$ cat src/swdt_defs.svh
// swdt_defs.svh: offsets, field positions, reset values and timing
// figures of the software watchdog.
// assumes: included by bare name from the package and the modules.
`ifndef SWDT_DEFS_SVH
`define SWDT_DEFS_SVH

// register byte offsets on the AXI4-Lite slave
`define SWDT_OFF_CTRL     32'h0000_0000
`define SWDT_OFF_TIMEOUT  32'h0000_0004
`define SWDT_OFF_WINDOW   32'h0000_0008
`define SWDT_OFF_SERVICE  32'h0000_000C
`define SWDT_OFF_COUNT    32'h0000_0010
`define SWDT_OFF_STATUS   32'h0000_0014

// watchdog_control_register fields
`define SWDT_CTRL_W       5
`define SWDT_CR_EN        0
`define SWDT_CR_LOCK      1
`define SWDT_CR_INTF      2
`define SWDT_CR_KEYED     3
`define SWDT_CR_WIN       4
`define SWDT_CTRL_RESET   5'h00
`define SWDT_WINDOW_RESET 32'h0000_0000

// status fields
`define SWDT_ST_IRQ       0
`define SWDT_ST_RST       1
`define SWDT_ST_ARM       2

// fixed service pair and keyed service generator
`define SWDT_SVC_W        16
`define SWDT_SVC_FIRST    16'hA602
`define SWDT_SVC_SECOND   16'hB480
`define SWDT_KEY_MUL      16'h0011
`define SWDT_KEY_ADD      16'h0003
// arbitrary seed value
`define SWDT_KEY_SEED     16'h5A5A

// AXI responses
`define SWDT_RESP_OKAY    2'h0
`define SWDT_RESP_SLVERR  2'h2

// counting clock: nominal kHz, tolerance in percent, default period
`define SWDT_IRC_KHZ      16000
`define SWDT_IRC_TOL_PCT  6
`define SWDT_DEF_PERIOD_US 1000

`endif

$ cat src/swdt_pkg.sv
// swdt_pkg: types shared by the watchdog modules.
// assumes: swdt_defs.svh on the include path.
`include "swdt_defs.svh"

package swdt_pkg;

    // fixed-sequence service progress, one-hot
    typedef enum logic [1:0] {
        SWDT_SVC_IDLE  = 2'b01,
        SWDT_SVC_ARMED = 2'b10
    } swdt_svc_e;

    typedef struct packed {
        logic                      awready;
        logic                      wready;
        logic                      bvalid;
        logic [1:0]                bresp;
        logic                      arready;
        logic                      rvalid;
        logic [1:0]                rresp;
        logic [31:0]               rdata;
        logic                      aw_got;
        logic                      w_got;
        logic [31:0]               waddr;
        logic [31:0]               wdata;
        logic [3:0]                wstrb;
        logic [`SWDT_CTRL_W-1:0]   ctrl;
        logic [31:0]               timeout;
        logic [31:0]               window;
        logic [31:0]               count;
        swdt_svc_e                 svc;
        logic                      irq;
        logic                      rst_req;
        logic                      irc_prev;
    } swdt_state_s;

    typedef struct packed {
        logic [`SWDT_SVC_W-1:0]    key;
    } swdt_key_s;

endpackage : swdt_pkg

$ cat src/swdt_key.sv
// swdt_key: pseudo-random service key for keyed service.
// assumes: advance is a one-cycle pulse from the watchdog core.
`timescale 1ns/10ps
`include "swdt_defs.svh"
module swdt_key
    import swdt_pkg::*;
#(
    parameter logic [`SWDT_SVC_W-1:0] SEED = `SWDT_KEY_SEED
) (
    input  wire logic                   aclk,
    input  wire logic                   aresetn,
    input  wire logic                   advance,
    output logic [`SWDT_SVC_W-1:0]      key
);

    swdt_key_s                 st;
    swdt_key_s                 next_st;
    logic [2*`SWDT_SVC_W-1:0]  prod;

    // linear congruential step; only the low half is kept on purpose
    always_comb begin
        next_st = st;
        prod    = st.key * `SWDT_KEY_MUL;
        if (advance) begin
            next_st.key = prod[`SWDT_SVC_W-1:0] + `SWDT_KEY_ADD;
        end
    end

    always_ff @(posedge aclk) begin
        if (!aresetn) begin
            st.key <= SEED;
        end else begin
            st <= next_st;
        end
    end

    assign key = st.key;
endmodule : swdt_key

$ cat src/swdt_top.sv
// swdt_top: software watchdog with AXI4-Lite registers.
// assumes: aclk 200 MHz; irc_clk is the oscillator level, synchronous
// to aclk; reset_req and irq go to the reset and interrupt logic.
//
// How it works
// - In immediate mode an expiry without service requests a reset.
// - In interrupt-first mode the first expiry raises irq and reloads; the next one before a service resets.
// - The down counter advances only on rising edges of the oscillator input.
// - Fixed service is 0xA602 then 0xB480 to the service register, which reloads the counter.
// - Keyed service reloads only when the written value equals the key, which then moves on.
// - With hard lock set, writes to control, timeout and window are ignored.
// - The 32-bit timeout register is the period loaded at every reload.
// - Window and key checks can be combined, testing both time and value of a service.
// - Periods convert to counts at 16 MHz less 6 percent; expiry on the tick after zero can still run long by one oscillator period.
// - With the oscillator stopped and no service writes, the counter holds and no irq or reset occurs.
`timescale 1ns/10ps
`include "swdt_defs.svh"
module swdt_top
    import swdt_pkg::*;
#(
    parameter int unsigned PERIOD_US     = `SWDT_DEF_PERIOD_US,
    // worst case slow oscillator: period times least frequency
    parameter logic [31:0] TIMEOUT_RESET = 32'(64'(PERIOD_US)
        * 64'(`SWDT_IRC_KHZ) * 64'(100 - `SWDT_IRC_TOL_PCT)
        / 64'(100000)),
    parameter logic [`SWDT_SVC_W-1:0] KEY_SEED = `SWDT_KEY_SEED
) (
    input  wire logic          aclk,
    input  wire logic          aresetn,
    input  wire logic          irc_clk,
    input  wire logic [31:0]   s_axi_awaddr,
    input  wire logic          s_axi_awvalid,
    output logic               s_axi_awready,
    input  wire logic [31:0]   s_axi_wdata,
    input  wire logic [3:0]    s_axi_wstrb,
    input  wire logic          s_axi_wvalid,
    output logic               s_axi_wready,
    output logic [1:0]         s_axi_bresp,
    output logic               s_axi_bvalid,
    input  wire logic          s_axi_bready,
    input  wire logic [31:0]   s_axi_araddr,
    input  wire logic          s_axi_arvalid,
    output logic               s_axi_arready,
    output logic [31:0]        s_axi_rdata,
    output logic [1:0]         s_axi_rresp,
    output logic               s_axi_rvalid,
    input  wire logic          s_axi_rready,
    output logic               irq,
    output logic               reset_req
);

    // a zero timeout would expire before software could ever service
    if (TIMEOUT_RESET == 32'h0000_0000) begin : g_chk
        $error("TIMEOUT_RESET must be non-zero");
    end

    swdt_state_s               st;
    swdt_state_s               next_st;
    logic [`SWDT_SVC_W-1:0]    key;
    logic                      key_adv;
    logic                      wr_fire;
    logic                      svc_wr;
    logic                      irc_edge;
    logic                      early;
    logic                      reload;
    logic                      expire;
    logic                      en;
    logic [`SWDT_SVC_W-1:0]    wv;
    logic [31:0]               wmask;

    swdt_key #(
        .SEED    (KEY_SEED)
    ) u_key (
        .aclk    (aclk),
        .aresetn (aresetn),
        .advance (key_adv),
        .key     (key)
    );

    // byte-lane mask of the pending write
    for (genvar i = 0; i < 4; i++) begin : g_mask
        assign wmask[8*i +: 8] = {8{st.wstrb[i]}};
    end

    // bus slave, register writes, service checking and counting
    always_comb begin
        next_st  = st;
        key_adv  = 1'b0;
        reload   = 1'b0;
        expire   = 1'b0;
        en       = st.ctrl[`SWDT_CR_EN];
        wv       = st.wdata[`SWDT_SVC_W-1:0];
        wr_fire  = st.aw_got && st.w_got && !st.bvalid;
        svc_wr   = wr_fire && st.waddr == `SWDT_OFF_SERVICE
                   && st.wstrb[1:0] == 2'b11 && en;
        irc_edge = irc_clk && !st.irc_prev;
        early    = st.ctrl[`SWDT_CR_WIN] && st.count > st.window;
        next_st.irc_prev = irc_clk;

        // address and data are caught separately, in either order
        if (s_axi_awvalid && st.awready) begin
            next_st.aw_got = 1'b1;
            next_st.waddr  = s_axi_awaddr;
        end
        if (s_axi_wvalid && st.wready) begin
            next_st.w_got = 1'b1;
            next_st.wdata = s_axi_wdata;
            next_st.wstrb = s_axi_wstrb;
        end
        if (st.bvalid && s_axi_bready) begin
            next_st.bvalid = 1'b0;
        end

        // register write once both halves are in
        if (wr_fire) begin
            next_st.aw_got = 1'b0;
            next_st.w_got  = 1'b0;
            next_st.bvalid = 1'b1;
            next_st.bresp  = `SWDT_RESP_OKAY;
            case (st.waddr)
                `SWDT_OFF_CTRL: begin
                    if (!st.ctrl[`SWDT_CR_LOCK]) begin
                        next_st.ctrl = (st.ctrl & ~wmask[`SWDT_CTRL_W-1:0])
                            | (st.wdata[`SWDT_CTRL_W-1:0]
                               & wmask[`SWDT_CTRL_W-1:0]);
                    end
                end
                `SWDT_OFF_TIMEOUT: begin
                    if (!st.ctrl[`SWDT_CR_LOCK]) begin
                        next_st.timeout = (st.timeout & ~wmask)
                                          | (st.wdata & wmask);
                    end
                end
                `SWDT_OFF_WINDOW: begin
                    if (!st.ctrl[`SWDT_CR_LOCK]) begin
                        next_st.window = (st.window & ~wmask)
                                         | (st.wdata & wmask);
                    end
                end
                `SWDT_OFF_SERVICE, `SWDT_OFF_COUNT,
                `SWDT_OFF_STATUS: begin
                    next_st.bresp = `SWDT_RESP_OKAY;
                end
                default: begin
                    next_st.bresp = `SWDT_RESP_SLVERR;
                end
            endcase
        end

        // service checking: timing first, then value
        if (svc_wr) begin
            if (early) begin
                expire = 1'b1;
                next_st.svc = SWDT_SVC_IDLE;
            end else if (st.ctrl[`SWDT_CR_KEYED]) begin
                if (wv == key) begin
                    reload  = 1'b1;
                    key_adv = 1'b1;
                end else begin
                    expire = 1'b1;
                end
            end else begin
                case (st.svc)
                    SWDT_SVC_IDLE: begin
                        if (wv == `SWDT_SVC_FIRST) begin
                            next_st.svc = SWDT_SVC_ARMED;
                        end
                    end
                    SWDT_SVC_ARMED: begin
                        if (wv == `SWDT_SVC_SECOND) begin
                            reload      = 1'b1;
                            next_st.svc = SWDT_SVC_IDLE;
                        end else if (wv != `SWDT_SVC_FIRST) begin
                            next_st.svc = SWDT_SVC_IDLE;
                        end
                    end
                    default: begin
                        next_st.svc = SWDT_SVC_IDLE;
                    end
                endcase
            end
        end

        // down counter; disabled it simply tracks the period
        if (!en) begin
            next_st.count = st.timeout;
            next_st.svc   = SWDT_SVC_IDLE;
        end else if (reload) begin
            next_st.count = st.timeout;
            next_st.irq   = 1'b0;
        end else if (irc_edge) begin
            if (st.count == 32'h0000_0000) begin
                expire = 1'b1;
            end else begin
                next_st.count = st.count - 32'h0000_0001;
            end
        end

        // expiry reaction; expiry set wins over any clear this cycle
        if (expire) begin
            if (st.ctrl[`SWDT_CR_INTF] && !st.irq) begin
                next_st.irq   = 1'b1;
                next_st.count = st.timeout;
                next_st.svc   = SWDT_SVC_IDLE;
            end else begin
                next_st.rst_req = 1'b1;
            end
        end

        // read channel
        if (st.rvalid && s_axi_rready) begin
            next_st.rvalid = 1'b0;
        end
        if (s_axi_arvalid && st.arready) begin
            next_st.rvalid = 1'b1;
            next_st.rresp  = `SWDT_RESP_OKAY;
            case (s_axi_araddr)
                `SWDT_OFF_CTRL:    next_st.rdata = 32'(st.ctrl);
                `SWDT_OFF_TIMEOUT: next_st.rdata = st.timeout;
                `SWDT_OFF_WINDOW:  next_st.rdata = st.window;
                `SWDT_OFF_SERVICE: next_st.rdata = 32'h0000_0000;
                `SWDT_OFF_COUNT:   next_st.rdata = st.count;
                `SWDT_OFF_STATUS: begin
                    next_st.rdata = 32'h0000_0000;
                    next_st.rdata[`SWDT_ST_IRQ] = st.irq;
                    next_st.rdata[`SWDT_ST_RST] = st.rst_req;
                    next_st.rdata[`SWDT_ST_ARM] = st.svc == SWDT_SVC_ARMED;
                end
                default: begin
                    next_st.rdata = 32'h0000_0000;
                    next_st.rresp = `SWDT_RESP_SLVERR;
                end
            endcase
        end

        // one write and one read in flight keeps ready simple
        next_st.awready = !next_st.aw_got && !next_st.bvalid;
        next_st.wready  = !next_st.w_got && !next_st.bvalid;
        next_st.arready = !next_st.rvalid;
    end

    always_ff @(posedge aclk) begin
        if (!aresetn) begin
            st          <= '0;
            st.svc      <= SWDT_SVC_IDLE;
            st.ctrl     <= `SWDT_CTRL_RESET;
            st.window   <= `SWDT_WINDOW_RESET;
            st.timeout  <= TIMEOUT_RESET;
            st.count    <= TIMEOUT_RESET;
            st.awready  <= 1'b1;
            st.wready   <= 1'b1;
            st.arready  <= 1'b1;
        end else begin
            st <= next_st;
        end
    end

    // outputs straight from the state register
    assign s_axi_awready = st.awready;
    assign s_axi_wready  = st.wready;
    assign s_axi_bvalid  = st.bvalid;
    assign s_axi_bresp   = st.bresp;
    assign s_axi_arready = st.arready;
    assign s_axi_rvalid  = st.rvalid;
    assign s_axi_rresp   = st.rresp;
    assign s_axi_rdata   = st.rdata;
    assign irq           = st.irq;
    assign reset_req     = st.rst_req;
endmodule : swdt_top

$ cat config.mk
export PLATFORM = sky130hd
export DESIGN_NAME = swdt_top
export DESIGN_NICKNAME = d
export VERILOG_FILES = /design/src/swdt_pkg.sv /design/src/swdt_key.sv /design/src/swdt_top.sv
export VERILOG_INCLUDE_DIRS = /design/src /design/src/src
export SDC_FILE = /design/constraint.sdc
export NUM_CORES = 1
export LEC_CHECK = 0
export ABC_AREA = 1
export BUFFER_PORTS_ARGS = -buffer_cell sky130_fd_sc_hd__buf_2
export CAP_MARGIN = 40
export CORE_MARGIN = 4
export CORE_UTILIZATION = 60
export DETAILED_ROUTE_END_ITERATION = 10
export PLACE_DENSITY = 0.82
export SYNTH_ARGS = -nofsm -noshare
export SYNTH_HDL_FRONTEND = slang
export SYNTH_HIERARCHICAL = 1
export SYNTH_SLANG_ARGS = --single-unit
$ cat constraint.sdc
create_clock -name aclk -period 3.4 [get_ports aclk]
set_clock_uncertainty 0.05 [all_clocks]
set_input_delay 0.68 -clock aclk [delete_from_list [all_inputs] [get_ports aclk]]
set_output_delay 0.68 -clock aclk [all_outputs]
set_load 0.005 [all_outputs]
* After elaboration in Yosys (flattened, before gate mapping) *
Index checks and enable logic that the tools add are counted.

operators by class
  shift-type cells = 0
  magnitude comparators = 1
  equality and inequality tests = 17
  multiplexer cells = 45
  $mul = 1
  div/mod/pow operators = 0
  add/sub/neg operators = 2
  bitwise gates (word level) = 12
  reduce and logical (&&, ||, !) cells = 32

operators with widths
  operator                 number
  $pmux W32 S5             1
  $eq A32 B4 Y1 const B    4
  $eq A32 B5 Y1 const B    4
  $mux W32                 4
  $and A32 B32 Y32         3
  $logic_not A32 Y1        3
  $mux W35                 2
  $eq A32 B3 Y1 const B    2
  $or A32 B32 Y32          2
  $mux W36                 1
  $eq A16 B16 Y1 const B   2
  $gt A32 B32 Y1           1
  $not A32 Y32             1
  $sub A32 B1 Y32 const B  1
  $mux W1                  24
  $mux W2                  11
  $add A16 B2 Y16 const B  1
  $eq A16 B16 Y1           1
  $mul A16 B5 Y16 const B  1
  $ne A16 B16 Y1 const B   1
  $logic_and A1 B1 Y1      15
  $reduce_or A6 Y1         2
  $and A5 B5 Y5            2
  $reduce_and A3 Y1        3
  other kinds (9)          18

storage, ports and cells
  bits in read-only memories = 0
  memory bits (writable) = 0
  input bits = 108
  latch bits = 0
  register bits = 233
  memories = 0

* Depth between registers and ports, before layout *
  word-level depth = 11
  depth in mapped cells = 23
  mapped depth without buffers = 21

* Modules after synthesis *
The synthesis kept the hierarchy.

by module, submodules not included
  module    cells each  instances  area each (µm²)
  swdt_top  1,617       1          11,248.3
  swdt_key  239         1          1,524.0

* Worst setup path before layout *
OpenSTA, ideal clock, no wires.

  path kind = register to register
  start point = register (tool-made name)
  end point = register u_key/key[10] (netlist name)
  arrival = 2.048 ns
  setup slack = 1.193 ns
  cell stages (with the launch flop) = 17
  clock period less this slack = 2.207 ns
  buffers on the path = 2
  cells stage by stage = dfxtp_1 > inv_1 > ha_1 > nand2_1 > nor2_1 > nand2_1 > nor2_1 > nand4_1 > nand2_1 > inv_2 > nand2_4 > nor3b_1 > buf_2 > buf_2 > nand3_1 > nand2_1 > inv_1

==> flow_summary_export.csv <==
group,metric,value,unit
worst_setup_path,cp-end-kind,"flop",
worst_setup_path,reg2reg_depth,18,
sta,fin_crit_sh,84.8,%
clock_tree,tritoncts,"done",
cells_and_area,multiInputGateArea,6630,sq um
floorplanning,ios,151,
status,status,"finished clean",
global_route,met2_usage,48.8,%
global_route,grt_remaining_overflow,0,
place,placed_area,13400,sq um
worst_setup_path,startpoint_type,"flop",
sta,fmax,347,MHz
sta,whs,0.283,ns
clock_tree,htreeDepth,1,
clock_tree,clk_pin_slew_worst_paths,0.06,ns
pwr,seq_power_share,46.3,%
worst_setup_path,critPathKind,"reg -> reg",
yosys,synth_area_per_cell,6.88,sq um
place,gp_routability_congestion,0.992,
yosys,ys_seq_area_share,36.2,%
yosys,synth_fa_ha_area_share,5.94,%
worst_setup_path,reg2reg_to,"st[32]",
sta,slew_headroom,45.6,%
detailed_routing,remaining_drc_errors,0,
pwr,p_sw,1550,uW
sta,rsz0062_at_grt,"false",
global_route,use_met3,4.90,%
run,cap_violations,0,
clock_tree,clk_latency,0.54,ns
worst_setup_path,critPathArrivalTime,3.26,ns
yosys,yosysWarnings,6,
sta,period_needed,2.88,ns
worst_setup_path,path_max_fanout,47,
min_path,hold_end,"st[0]",
cells_and_area,nFillCells,1866,
clock_tree,ctsHoldBuffers,0,
clock_tree,ctsResizeCount,0,
detailed_routing,drt_iter0_markers,1036,
detailed_routing,via_count,12400,
pwr,finalPower,6230,uW
global_route,grt_first_pass_wirelength,57200,microns
sta,finalSetupViolCount,0,
sta,tns,0,ns
floorplanning,start_util,61.0,%
min_path,hp-start,"irc_clk",
yosys,synth-compound-area-share,16.9,%
detailed_routing,detail_route.first_pass.iterations,8,
global_route,grt_util_met1,37.3,%
place,port_buffers,148,
floorplanning,dieHeight,154,microns
pwr,ir_worst_vdd,360,uV
cells_and_area,final_area,14200,sq um
worst_setup_path,r2r_setup_slack,0.52,ns
cells_and_area,num-nets-final,2106,
yosys,synth_cells,1856,
worst_setup_path,cp.required,3.78,ns
pwr,p_int,4680,uW
pwr,total_leakage_power,0.00633,uW
min_path,holdPathStages,3,
pwr,power-per-cell-area,438,nW/um^2
place,dp.final_hpwl,25800,microns
cells_and_area,antennaDiodeCount,0,
pwr,p_comb_share,7.3,%
min_path,min_path_type,"in -> reg",
pwr,swShare,24.8,%
pwr,p_clk_share,46.3,%
yosys,synth_simple_gate_area_share,26.1,%
floorplanning,core_area,21000,sq um
yosys,ys_seq_elements,231,
global_route,top_usage_layer,"met2",
yosys,synth_top_family_by_area,"simple AND/OR/NAND/NOR gates",
yosys,synthDistinctLibCells,51,
clock_tree,cts_buffers,25,
detailed_routing,ant_nets,0,
global_route,grt_antenna_before_repair,1,
sta,tightest_slew,0.809,ns
cells_and_area,fin_util,67.9,%
floorplanning,rows,53,
clock_tree,cts_sinks,231,
global_route,grt_max_degree,99,
floorplanning,die_width,154,microns
yosys,netlist_area,12800,sq um
yosys,muxShareOfSynthArea,0,%
clock_tree,clockBufferDepth,3,
cells_and_area,area_delta_synth_final,11.5,%
detailed_routing,via_per_inst,5.55,
global_route,grt_util_all_layers,28.7,%
cells_and_area,drive_gt1_share,13.0,%
clock_tree,cts_root_buffer,"clkbuf_16",
global_route,first_global_vias,11700,
sta,report.final.hold_viol_count,0,
detailed_routing,wl,35500,microns
detailed_routing,wl_per_cell,15.9,microns
cells_and_area,ff_latch_area,4620,sq um
sta,maxSlewViolCount,0,
yosys,synth-xor-area-share,2.81,%
floorplanning,die-area,23700,sq um
clock_tree,post_cts.repair.setup_buffers,0,
worst max-delay path, stage by stage, from the launching register on:
cell and delay [ns]:
dfxtp_1 0.34, inv_1 0.07, ha_1 0.29, nand2_1 0.07
nor2_1 0.17, nand4_1 0.17, nor2_1 0.22, nand4_1 0.11
nand2_1 0.09, inv_2 0.04, nand2_4 0.09, nand2_2 0.06
nand2_2 0.07, nand2_4 0.06, a21oi_4 0.11, buf_4 0.47
nand2_1 0.10, nand2_1 0.11, nor2_1 0.07
power groups by stage:
stage	clock, uW	sequential, uW	combinational, uW
floorplan	0	2910	307
global placement	0	2940	438
detailed placement	0	2940	449
CTS	2900	2880	454
global route	3020	2900	515
finish	2890	2890	457
metrics by stage:
step / setup slack [ns] / cells
global route: 0.316 / 2232
detailed placement: 0.536 / 2186
CTS: 0.575 / 2232
global placement: 0.622 / 2186
finish: 0.517 / 2232
floorplan: 1.19 / 1857
worst max path at each step:
stage | cells past startpoint | startpoint | to
after global placement | 18 | st[22] | st[36]
after floorplan | 16 | flop | u_key/key[10]
after global routing | 18 | flop | st[33]
after detailed placement | 12 | s_axi_araddr[31] | s_axi_rdata[3]
final | 18 | flop | st[32]
after CTS | 18 | st[22] | st[32]
layout by cell type (no fill, tap or decap), types with 3 or more instances in the layout:
master,synthesis,layout
a21oi_1,159,159
a31oi_1,4,4
buf_2,9,147
buf_4,37,13
bufinv_16,0,4
clkbuf_1,51,6
clkbuf_16,0,25
clkinv_2,0,5
dfxtp_1,231,231
ha_1,59,59
inv_1,236,236
inv_2,14,14
nand2_1,357,357
nand2_2,10,10
nand3_1,68,68
nand3_2,5,5
nand3b_1,5,5
nand4_1,33,33
nor2_1,236,236
nor2_2,8,8
nor2_4,3,3
nor3_1,18,18
nor4_1,15,15
o2111ai_1,3,3
o211ai_1,10,10
o21ai_0,170,170
o21ai_1,3,3
o21bai_1,3,3
o221ai_1,27,27
o22ai_1,3,3
xnor2_1,14,14
xor2_1,27,27
layer usage:
layer,wire length [microns],vias to the layer above,part of all wire (%)
met5,8,-,0.023
li1,-,6179,-
met1,14900,5636,42
met4,1120,2,3.2
met2,16800,478,47
met3,2660,93,7.5
kinds of logic after synthesis:
kind of cell | Yosys count
xor gates and xnor gates | 41
AOI/OAI and AO/OA | 392
DFF | 231
and+or+nand+nor | 773
adders and majority gates | 60
other | 1
buffers and inverters | 358
synth_stat cells (all sizes together):
library cell	instances	share of area [%]
fa	1	0.16
o21bai	4	0.32
xor2	27	1.9
nand3	73	3.1
nor3	22	1.1
dfxtp	231	36
nand2	369	11
a21oi	161	6.4
o21ai	175	6.9
nor3b	2	0.12
a21boi	1	0.059
buf	55	3.1
nand4	33	1.6
or2	4	0.20
o2111ai	3	0.21
ha	59	5.8
inv	250	7.3
o21a	1	0.059
o221ai	27	1.9
nand3b	5	0.29
o31ai	2	0.12
nor2	247	7.6
clkinv	2	0.059
a31oi	4	0.20
nor4	16	0.83
clkbuf	51	1.5
conb	1	0.029
xnor2	14	0.96
and3	1	0.049
o211ai	10	0.59
a21o	1	0.059
o22ai	3	0.15
and2	1	0.049
final cells by class:
class                   instances  area share [%]
clock buffers                  33            4.75
clock inverters                13            1.34
inverters                     252            6.64
multi-input cells            1268            46.5
flip-flops and latches        231            32.5
well taps                     275            2.42
repair buffers                160            5.85
(Power assumes the default switching activity.)
